`src/hdl/pad_regs_pkg.sv`:
```
/*
  Constants and types for the pad drive/slew/pull register bank: register
  indices, field positions, reset values and the pad configuration carrier.
  Assumes a 32-bit classic Wishbone bus with byte addresses of four times the
  register index.
*/
// Notes on behaviour
// - audio transmit pad register, reset 0x0008, pull-down
// - slave control clock pad register, reset 0x0008
// - slave control data-out pad register, reset 0x0008
// - select/address-0 pad register, reset 0x0018, pulled up
// - data-in/address-1 pad register, reset 0x0018, pulled up
// - master control clock pad register, reset 0x0008
// - bits 3:2 slew select, reset fast
// - bits 1:0 drive select, reset lowest
// - bits 15:5 reserved, read/write, reset zero
package pad_regs_pkg;

  // ------------------------------------------------------------
  // register map: indices, byte address is index times four
  // ------------------------------------------------------------
  localparam int NUM_REGS = 6;
  localparam int IDX_W = 16;
  localparam int ADR_W = 18;
  localparam logic [IDX_W-1:0] AUDIO_TX_PAD_CTRL_IDX = 16'hf798;
  localparam logic [IDX_W-1:0] CTRL_CLOCK_PAD_CTRL_IDX = 16'hf799;
  localparam logic [IDX_W-1:0] CTRL_DATAOUT_PAD_CTRL_IDX = 16'hf79a;
  localparam logic [IDX_W-1:0] SELECT_ADDR0_PAD_CTRL_IDX = 16'hf79b;
  localparam logic [IDX_W-1:0] DATAIN_ADDR1_PAD_CTRL_IDX = 16'hf79c;
  localparam logic [IDX_W-1:0] MASTER_CLOCK_PAD_CTRL_IDX = 16'hf79d;
  localparam int ADR_IDX_LSB = 2;

  // ------------------------------------------------------------
  // field layout
  // ------------------------------------------------------------
  localparam int REG_W = 16;
  localparam int BUS_W = 32;
  localparam int SEL_W = 4;
  localparam int PULL_BIT = 4;
  localparam int SLEW_MSB = 3;
  localparam int SLEW_LSB = 2;
  localparam int DRIVE_MSB = 1;
  localparam int DRIVE_LSB = 0;

  // ------------------------------------------------------------
  // reset values
  // ------------------------------------------------------------
  localparam logic [REG_W-1:0] RESET_PULL_OFF = 16'h0008;
  localparam logic [REG_W-1:0] RESET_PULL_ON = 16'h0018;

  typedef enum logic [1:0] {
    SLEW_SLOWEST = 2'h0,
    SLEW_SLOW = 2'h1,
    SLEW_FAST = 2'h2,
    SLEW_FASTEST = 2'h3
  } slew_t;

  typedef enum logic [1:0] {
    DRIVE_LOWEST = 2'h0,
    DRIVE_LOW = 2'h1,
    DRIVE_HIGH = 2'h2,
    DRIVE_HIGHEST = 2'h3
  } drive_t;

  typedef struct packed {
    logic pull_en;
    slew_t slew;
    drive_t drive;
  } pad_cfg_t;

endpackage

```
`src/hdl/pad_cfg_reg.sv`:
```
/*
  One 16-bit pad configuration register with byte-lane writes.
  Assumes the write strobe is a single-cycle pulse from the bus slave.
*/
`timescale 1ns/1ns
module pad_cfg_reg #(
  parameter logic [pad_regs_pkg::REG_W-1:0] RESET_VAL = pad_regs_pkg::RESET_PULL_OFF
) (
  input wire logic clk_in,
  input wire logic rst_in,
  input wire logic wr_in,
  input wire logic [1:0] sel_in,
  input wire logic [pad_regs_pkg::REG_W-1:0] dat_in,
  output logic [pad_regs_pkg::REG_W-1:0] value_out
);

  // ------------------------------------------------------------
  // byte lanes; reserved upper bits stored like any other
  // ------------------------------------------------------------
  // lanes only pick the next value, so the word keeps a single flop process
  logic [pad_regs_pkg::REG_W-1:0] value_reg;
  wire logic [pad_regs_pkg::REG_W-1:0] value_next;

  genvar b;
  generate
    for (b = 0; b < 2; b = b + 1) begin : g_lane
      assign value_next[b*8 +: 8] = (wr_in && sel_in[b]) ? dat_in[b*8 +: 8] : value_reg[b*8 +: 8];
    end
  endgenerate

  always_ff @(posedge clk_in or posedge rst_in) begin
    if (rst_in) begin
      value_reg <= RESET_VAL;
    end else begin
      value_reg <= value_next;
    end
  end

  assign value_out = value_reg;

endmodule

```
`src/hdl/wb_access_ctrl.sv`:
```
/*
  Classic Wishbone handshake for a register slave: one ack per request and a
  write strobe on the acknowledging edge. Assumes a master that holds the
  request until it samples ack and then drops cyc/stb for a cycle.
*/
`timescale 1ns/1ns
module wb_access_ctrl (
  input wire logic clk_in,
  input wire logic rst_in,
  input wire logic cyc_in,
  input wire logic stb_in,
  input wire logic we_in,
  output logic ack_out,
  output logic rd_cap_out,
  output logic wr_out
);

  logic req;

  assign req = cyc_in && stb_in;

  // ------------------------------------------------------------
  // ack one cycle after the request, dropped after one cycle
  // ------------------------------------------------------------
  always_ff @(posedge clk_in or posedge rst_in) begin
    if (rst_in) begin
      ack_out <= 1'b0;
    end else begin
      ack_out <= req && !ack_out;
    end
  end

  // read data is latched together with ack; write lands on the ack edge
  assign rd_cap_out = req && !ack_out;
  assign wr_out = req && we_in && ack_out;

endmodule

```
`src/hdl/pad_drive_slew_pull_regs.sv`:
```
/*
  Pad drive/slew/pull register bank for six control and audio transmit pins,
  reached over classic Wishbone. Assumes a 25 MHz system clock and an
  asynchronous active-high reset; pad outputs are static configuration.
*/
// Chosen here: the Wishbone slave port.
`timescale 1ns/1ns
module pad_drive_slew_pull_regs (
  input wire logic REF_CLK_IN,
  input wire logic SYS_RST_IN,
  input wire logic WB_CYC_IN,
  input wire logic WB_STB_IN,
  input wire logic WB_WE_IN,
  input wire logic [pad_regs_pkg::ADR_W-1:0] WB_ADR_IN,
  input wire logic [pad_regs_pkg::SEL_W-1:0] WB_SEL_IN,
  input wire logic [pad_regs_pkg::BUS_W-1:0] WB_DAT_IN,
  output logic [pad_regs_pkg::BUS_W-1:0] WB_DAT_OUT,
  output logic WB_ACK_OUT,
  output pad_regs_pkg::pad_cfg_t AUDIO_TX_OUT_PIN_CFG_OUT,
  output pad_regs_pkg::pad_cfg_t CTRL_CLOCK_PIN_CFG_OUT,
  output pad_regs_pkg::pad_cfg_t CTRL_DATAOUT_PIN_CFG_OUT,
  output pad_regs_pkg::pad_cfg_t SELECT_ADDR0_PIN_CFG_OUT,
  output pad_regs_pkg::pad_cfg_t DATAIN_ADDR1_PIN_CFG_OUT,
  output pad_regs_pkg::pad_cfg_t MASTER_CTRL_CLOCK_PIN_CFG_OUT
);

  // ------------------------------------------------------------
  // register table
  // ------------------------------------------------------------
  localparam logic [pad_regs_pkg::IDX_W-1:0] IDX_TABLE [pad_regs_pkg::NUM_REGS] = '{
    pad_regs_pkg::AUDIO_TX_PAD_CTRL_IDX,
    pad_regs_pkg::CTRL_CLOCK_PAD_CTRL_IDX,
    pad_regs_pkg::CTRL_DATAOUT_PAD_CTRL_IDX,
    pad_regs_pkg::SELECT_ADDR0_PAD_CTRL_IDX,
    pad_regs_pkg::DATAIN_ADDR1_PAD_CTRL_IDX,
    pad_regs_pkg::MASTER_CLOCK_PAD_CTRL_IDX
  };
  // audio transmit pull is a pull-down, the rest pull-ups; only the two
  // address straps start with the pull enabled
  localparam logic [pad_regs_pkg::REG_W-1:0] RESET_TABLE [pad_regs_pkg::NUM_REGS] = '{
    pad_regs_pkg::RESET_PULL_OFF,
    pad_regs_pkg::RESET_PULL_OFF,
    pad_regs_pkg::RESET_PULL_OFF,
    pad_regs_pkg::RESET_PULL_ON,
    pad_regs_pkg::RESET_PULL_ON,
    pad_regs_pkg::RESET_PULL_OFF
  };

  logic [pad_regs_pkg::IDX_W-1:0] word_idx;
  logic [pad_regs_pkg::NUM_REGS-1:0] hit;
  logic [pad_regs_pkg::REG_W-1:0] value [pad_regs_pkg::NUM_REGS];
  logic [pad_regs_pkg::REG_W-1:0] rd_mux;
  logic rd_cap;
  logic wr;
  logic [pad_regs_pkg::BUS_W-1:0] dat_out_reg;

  assign word_idx = WB_ADR_IN[pad_regs_pkg::ADR_W-1:pad_regs_pkg::ADR_IDX_LSB];

  // ------------------------------------------------------------
  // bus handshake
  // ------------------------------------------------------------
  wb_access_ctrl u_access (
    .clk_in(REF_CLK_IN),
    .rst_in(SYS_RST_IN),
    .cyc_in(WB_CYC_IN),
    .stb_in(WB_STB_IN),
    .we_in(WB_WE_IN),
    .ack_out(WB_ACK_OUT),
    .rd_cap_out(rd_cap),
    .wr_out(wr)
  );

  // ------------------------------------------------------------
  // registers, one per pad
  // ------------------------------------------------------------
  genvar i;
  generate
    for (i = 0; i < pad_regs_pkg::NUM_REGS; i = i + 1) begin : g_reg
      assign hit[i] = (word_idx == IDX_TABLE[i]);
      pad_cfg_reg #(
        .RESET_VAL(RESET_TABLE[i])
      ) u_reg (
        .clk_in(REF_CLK_IN),
        .rst_in(SYS_RST_IN),
        .wr_in(wr && hit[i]),
        .sel_in(WB_SEL_IN[1:0]),
        .dat_in(WB_DAT_IN[pad_regs_pkg::REG_W-1:0]),
        .value_out(value[i])
      );
    end
  endgenerate

  // ------------------------------------------------------------
  // read path; unmapped words answer zero and ignore writes
  // ------------------------------------------------------------
  always_comb begin
    rd_mux = '0;
    for (int k = 0; k < pad_regs_pkg::NUM_REGS; k++) begin
      if (hit[k]) begin
        rd_mux = value[k];
      end
    end
  end

  always_ff @(posedge REF_CLK_IN or posedge SYS_RST_IN) begin
    if (SYS_RST_IN) begin
      dat_out_reg <= '0;
    end else if (rd_cap) begin
      dat_out_reg <= {16'h0000, rd_mux};
    end
  end

  assign WB_DAT_OUT = dat_out_reg;

  // ------------------------------------------------------------
  // pad fields: straight from the register flops, so a write shows on the
  // pads right after its acknowledging edge with no extra stage
  // ------------------------------------------------------------
  function automatic pad_regs_pkg::pad_cfg_t to_cfg(input logic [pad_regs_pkg::REG_W-1:0] v);
    pad_regs_pkg::pad_cfg_t c;
    c.pull_en = v[pad_regs_pkg::PULL_BIT];
    c.slew = pad_regs_pkg::slew_t'(v[pad_regs_pkg::SLEW_MSB:pad_regs_pkg::SLEW_LSB]);
    c.drive = pad_regs_pkg::drive_t'(v[pad_regs_pkg::DRIVE_MSB:pad_regs_pkg::DRIVE_LSB]);
    return c;
  endfunction

  assign AUDIO_TX_OUT_PIN_CFG_OUT = to_cfg(value[0]);
  assign CTRL_CLOCK_PIN_CFG_OUT = to_cfg(value[1]);
  assign CTRL_DATAOUT_PIN_CFG_OUT = to_cfg(value[2]);
  assign SELECT_ADDR0_PIN_CFG_OUT = to_cfg(value[3]);
  assign DATAIN_ADDR1_PIN_CFG_OUT = to_cfg(value[4]);
  assign MASTER_CTRL_CLOCK_PIN_CFG_OUT = to_cfg(value[5]);

endmodule

```
`config.mk`:
```
export PLATFORM = sky130hd
export DESIGN_NAME = pad_drive_slew_pull_regs
export DESIGN_NICKNAME = d
export VERILOG_FILES = /design/src/hdl/pad_regs_pkg.sv /design/src/hdl/pad_cfg_reg.sv /design/src/hdl/wb_access_ctrl.sv /design/src/hdl/pad_drive_slew_pull_regs.sv
export SDC_FILE = /design/constraint.sdc
export NUM_CORES = 1
export LEC_CHECK = 0
export BUFFER_PORTS_ARGS = -buffer_cell sky130_fd_sc_hd__buf_4
export CORE_MARGIN = 1.5
export CORE_UTILIZATION = 49
export DETAILED_ROUTE_END_ITERATION = 7
export GPL_ROUTABILITY_DRIVEN = 0
export PLACE_DENSITY = 0.86
export SLEW_MARGIN = 5
export SYNTH_ARGS = -nofsm -noshare
export SYNTH_HDL_FRONTEND = slang
export SYNTH_SLANG_ARGS = --single-unit
```
`constraint.sdc`:
```
create_clock -name REF_CLK_IN -period 3.5 [get_ports REF_CLK_IN]
set_clock_uncertainty 0.2 [all_clocks]
set_input_delay 0.35 -clock REF_CLK_IN [delete_from_list [all_inputs] [get_ports REF_CLK_IN]]
set_output_delay 0.35 -clock REF_CLK_IN [all_outputs]
set_load 0.01 [all_outputs]
```
Word level (Yosys, flattened, before mapping)
Index checks and enable logic that the tools add are counted.
{"block": "word_totals", "ff_bits": 113, "latchBits": 0, "ramBits": 0, "mem_bits_ro": 0, "in_bits": 59, "output_inout_bits": 63, "wordCells": 49, "memories": 0}
{"block": "op_classes", "add_sub_neg": 0, "n_mul": 0, "div": 0, "n_lt_le_gt_ge": 0, "eq_ne": 6, "shifts": 0, "muxes": 6, "n_bitwise": 0, "n_reduce_logical": 23}
{"cell": "$eq A16 B16 Y1 const B", "count": 6}
{"cell": "$mux W16", "count": 6}
{"cell": "$logic_and A1 B1 Y1", "count": 22}
{"cell": "$logic_not A1 Y1", "count": 1}

Longest topological paths before layout
{"block": "depth", "ltp_word": 7, "ltp_mapped": 8, "ltp_nobuf": 6}

Hierarchy
Synthesis repeated with hierarchy kept, for this count alone.
{"block": "hier_totals", "cells_unflattened": 412, "hier_area_um2": 5398.9}
{"module": "pad_cfg_reg (g_reg[0].u_reg ...)", "instances": 4, "cells_per_inst": 35, "area_per_inst_um2": 598.1, "seq_area_each_um2": 401.6}
{"module": "pad_drive_slew_pull_regs", "instances": 1, "cells_per_inst": 198, "area_per_inst_um2": 1761.7, "seq_area_each_um2": 400.4}
{"module": "pad_cfg_reg (g_reg[3].u_reg ...)", "instances": 2, "cells_per_inst": 35, "area_per_inst_um2": 599.3, "seq_area_each_um2": 402.9}
{"module": "wb_access_ctrl", "instances": 1, "cells_per_inst": 4, "area_per_inst_um2": 46.3, "seq_area_each_um2": 25.0}

Least setup slack after synthesis
No wires, ideal clock.
{"block": "synth_timing", "kind": "in2reg", "startpoint": "input port WB_ADR_IN[8] (netlist bit)", "endpoint": "register g_reg[0].u_reg.value_reg (netlist bit g_reg[0].u_reg.value_out[2])", "setup_time_ns": 0.125, "t_arrival_ns": 1.929, "t_required_ns": 3.175, "slack_ns": 1.246, "cell_stages": 6, "path_buffers": 1, "cell_sequence": "nand4b_4 > nor4_4 > nand2b_1 > buf_2 > nor3_4 > mux2_2"}
{"block": "synth_via", "elab_chain_cells": 3}
{"element": "start, declared", "line": "pad_drive_slew_pull_regs.sv:14", "rtl": "input wire logic [pad_regs_pkg::ADR_W-1:0] WB_ADR_IN,"}
{"element": "$eq A16 B16 Y1", "line": "pad_drive_slew_pull_regs.sv:79", "rtl": "assign hit[i] = (word_idx == IDX_TABLE[i]);"}
{"element": "$logic_and A1 B1 Y1", "line": "pad_drive_slew_pull_regs.sv:85", "rtl": ".wr_in(wr && hit[i]),"}
{"element": "$logic_and A1 B1 Y1", "line": "pad_cfg_reg.sv:27", "rtl": "assign value_next[b*8 +: 8] = (wr_in && sel_in[b]) ? dat_in[b*8 +: 8] : value_reg[b*8 +: 8];"}
{"element": "end signal, assigned", "line": "pad_cfg_reg.sv:35", "rtl": "value_reg <= value_next;"}
{"element": "end, declared", "line": "pad_cfg_reg.sv:21", "rtl": "logic [pad_regs_pkg::REG_W-1:0] value_reg;"}
No other way between the ends.
A chain may end at the register's enable or synchronous reset.

Worst setup path after layout
{"block": "layout_timing", "startpoint": "input port WB_ADR_IN[3] (netlist bit)", "endpoint": "register g_reg[5].u_reg.value_reg (netlist bit g_reg[5].u_reg.value_out[2])"}
{"block": "layout_via", "elab_chain_cells": 3}
{"element": "$eq A16 B16 Y1", "line": "pad_drive_slew_pull_regs.sv:79"}
{"element": "$logic_and A1 B1 Y1", "line": "pad_drive_slew_pull_regs.sv:85"}
{"element": "$logic_and A1 B1 Y1", "line": "pad_cfg_reg.sv:27"}
{"element": "end signal, assigned", "line": "pad_cfg_reg.sv:35"}
{"element": "end, declared", "line": "pad_cfg_reg.sv:21"}
No other way between the ends.

==> flow_metrics.env <==
export IMPL_hold_path_class="input port to flip-flop"
export IMPL_place_ws_ns=0.586
export IMPL_hold_violations=0
export IMPL_crit_chain="buf_4 > and4b_1 > nand2_1 > or4_1 > nor2_4 > mux2_2"
export IMPL_required_ns=3.59
export IMPL_first_iter_violations=244
export IMPL_clk_insertion_delay_late_ns=0.41
export IMPL_post_cts_buffers=0
export IMPL_syn_avg_cell_area_um2=11.7
export IMPL_area_delta_synth_final_pct=21.0
export IMPL_slew_headroom_pct=41.4
export IMPL_max_clock_path_buffers=2
export IMPL_synth_edf_count=0
export IMPL_fmax_mhz=391
export IMPL_vias_per_cell=5.87
export IMPL_num_vias=4055
export IMPL_syn_instance_count=472
export IMPL_p_per_area_mw_per_mm2=483
export IMPL_ys_warn_count=0
export IMPL_maxCapViolations=0
export IMPL_max_vdd_ir_drop_uv=309
export IMPL_arrival_ns=2.65
export IMPL_leakage_nw=3.18
export IMPL_final_max_slew_viol_count=0
export IMPL_row_count=38
export IMPL_r2r_cells=5
export IMPL_ys_ff_latch=113
export IMPL_startpoint="WB_ADR_IN[3]"
export IMPL_drt_total_wl_um=13700
export IMPL_die_area_mm2=0.0119
export IMPL_clock_sinks=113
export IMPL_outcome="finished, final reports clean"
export IMPL_h_tree_depth=4
export IMPL_initial_utilization_pct=50.6
export IMPL_setup_worst_path_end_class="flip-flop"
export IMPL_grt_max_degree=114
export IMPL_cp_slowest_cell="or4_1"
export IMPL_antenna_found_initial=0
export IMPL_crit_path_max_incr_delay_ns=0.85
export IMPL_grt_remaining_overflow=0
export IMPL_fin_ws_ns=0.942
export IMPL_die_w_um=109
export IMPL_wl_per_cell_um=19.8
export IMPL_min_period_ns=2.56
export IMPL_path_clk_slew_ns=0.05
export IMPL_cp_start_kind="input port"
export IMPL_pin_count=122
export IMPL_antenna_cells=0
export IMPL_ys_flop_type="dfrtp_1"
export IMPL_rsz0062_at_grt="no"
export IMPL_synth_area_mm2=0.00554
export IMPL_ant_nets=0
export IMPL_grt_pass1_vias=4181
export IMPL_async_flop_share_pct=100
export IMPL_tns_ns=0
export IMPL_dr_pass1_iters=5
export IMPL_crit_type="input port to flip-flop"
export IMPL_io_buffers=85
export IMPL_worstMarginPinSlew_ns=0.876
export IMPL_seq_area_frac_synth_pct=51.3
export IMPL_die_y_um=109
export IMPL_r2r_end="g_reg[4].u_reg.value_out[12]"
export IMPL_drc=0
export IMPL_final_nets=597
export IMPL_r2r_start="u_access.ack_out"
export IMPL_reg2reg_slack_ns=0.97
export IMPL_drive_above_1_share_pct=43.6
export IMPL_crit_path_end="g_reg[5].u_reg.value_out[2]"
export IMPL_post_route_util_pct=61.2
export IMPL_track_usage_pct=24.6
export IMPL_min_period_over_period_pct=73.1
export IMPL_hpwl_um=8600
export IMPL_core_mm2=0.0109
export IMPL_grt_pass1_wl_um=21700
export IMPL_setup_violations=0
export IMPL_numCtsBuffers=17
export IMPL_ys_types=39
export IMPL_path_max_fanout=22
export IMPL_cts_tree="yes"
export IMPL_root_buffer="clkbuf_16"
export IMPL_finalPower_w=0.00323
## stage by stage
stage / hold slack (ns) / area [µm²] / cells
global placement: 0.269 / 6070 / 655
finish: 0.0217 / 6700 / 691
global route: 0.0194 / 6700 / 691
floorplan: 0.259 / 5600 / 487
CTS: 0.00977 / 6700 / 691
detailed placement: 0.276 / 6070 / 655
## how the worst min path moves through the flow
stage | from | endpoint | slack, ns | cells past startpoint
floorplan | g_reg[0].u_reg.value_out[8] | g_reg[0].u_reg.value_out[8] | 0.26 | 1
global placement | g_reg[0].u_reg.value_out[8] | g_reg[0].u_reg.value_out[8] | 0.27 | 1
detailed placement | g_reg[0].u_reg.value_out[8] | g_reg[0].u_reg.value_out[8] | 0.28 | 1
CTS | WB_DAT_IN[8] | g_reg[0].u_reg.value_out[8] | 0.01 | 2
global route | WB_DAT_IN[7] | g_reg[5].u_reg.value_out[7] | 0.02 | 2
finish | WB_DAT_IN[7] | g_reg[5].u_reg.value_out[7] | 0.02 | 2
## synthesized netlist by cell type, drive strengths merged, types with 2 or more instances
library cell  count  share of area (%)
dfrtp           105                 47
mux2             96                 20
buf              53                6.8
nor2             38                2.9
o21ai            33                3.0
nand3            32                3.1
nor3             18                2.4
a221oi           17                2.7
a211oi           15                2.0
inv              15                1.0
clkbuf           14               0.95
dfstp             8                3.8
nand2             7               0.47
nand4b            3                1.0
clkinv            2               0.14
nand3b            2               0.27
nor4              2               0.50
## repair_timing
item                                   CTS  global route
hold buffers                             4             0
endpoints found under the hold margin  108             0
gates resized for setup                  0             0
## critical path, delay by kind of cell
family	cells	cell delay, ns
mux	1	0.40
simple gates	4	1.69
buf+inv	1	0.21
## where the power goes
part | internal (W) | switching [W]
clock network | 0.00110 | 0.000551
registers | 0.00133 | 0.0000169
logic | 0.0000945 | 0.000135
total | 0.00253 | 0.000703
## cell type report
type                       instances  area [µm²]
fill                             786        4240
clock buffer                      27         533
timing repair buffer              99         766
clock inverter                     5        50.0
inverter                          17        67.6
sequential                       113        2840
multi-input combinational        290        2270
tap                              140         175
## state kept, by name, summed over array words and instances (netlist names)
| register | count |
|---|---|
| g.u_reg.value_out | 96 |
| WB_DAT_OUT | 16 |
| u_access.ack_out | 1 |
## layer usage
metal / routed length [µm] / vias to the layer above / GRT usage, % / share of wire, %
met5: 0 / - / 0 / 0
met4: 355 / 0 / 11.7 / 2.6
met3: 1070 / 41 / 7.23 / 7.8
met2: 7000 / 186 / 41.3 / 51
met1: 5260 / 2061 / 28.8 / 38
li1: - / 1767 / - / -
## logic make-up after synthesis
| logic type | synth area share, % |
|---|---|
| flops | 51.3 |
| compound gates | 7.80 |
| simple gates | 12.0 |
| mux | 19.9 |
| buf+inv | 8.93 |
| other cells | 0.0677 |
## cells in the final DEF, fill, tap and decap left out, drive strengths merged, types with 15 or more instances in the layout
cell,netlist,layout
nor2,38,38
conb,1,16
o21ai,33,33
mux2,96,96
buf,53,95
nand3,32,32
a221oi,17,17
dfrtp,105,105
a211oi,15,15
clkbuf,14,27
nor3,18,18
Power figures use the tool's default switching activity.
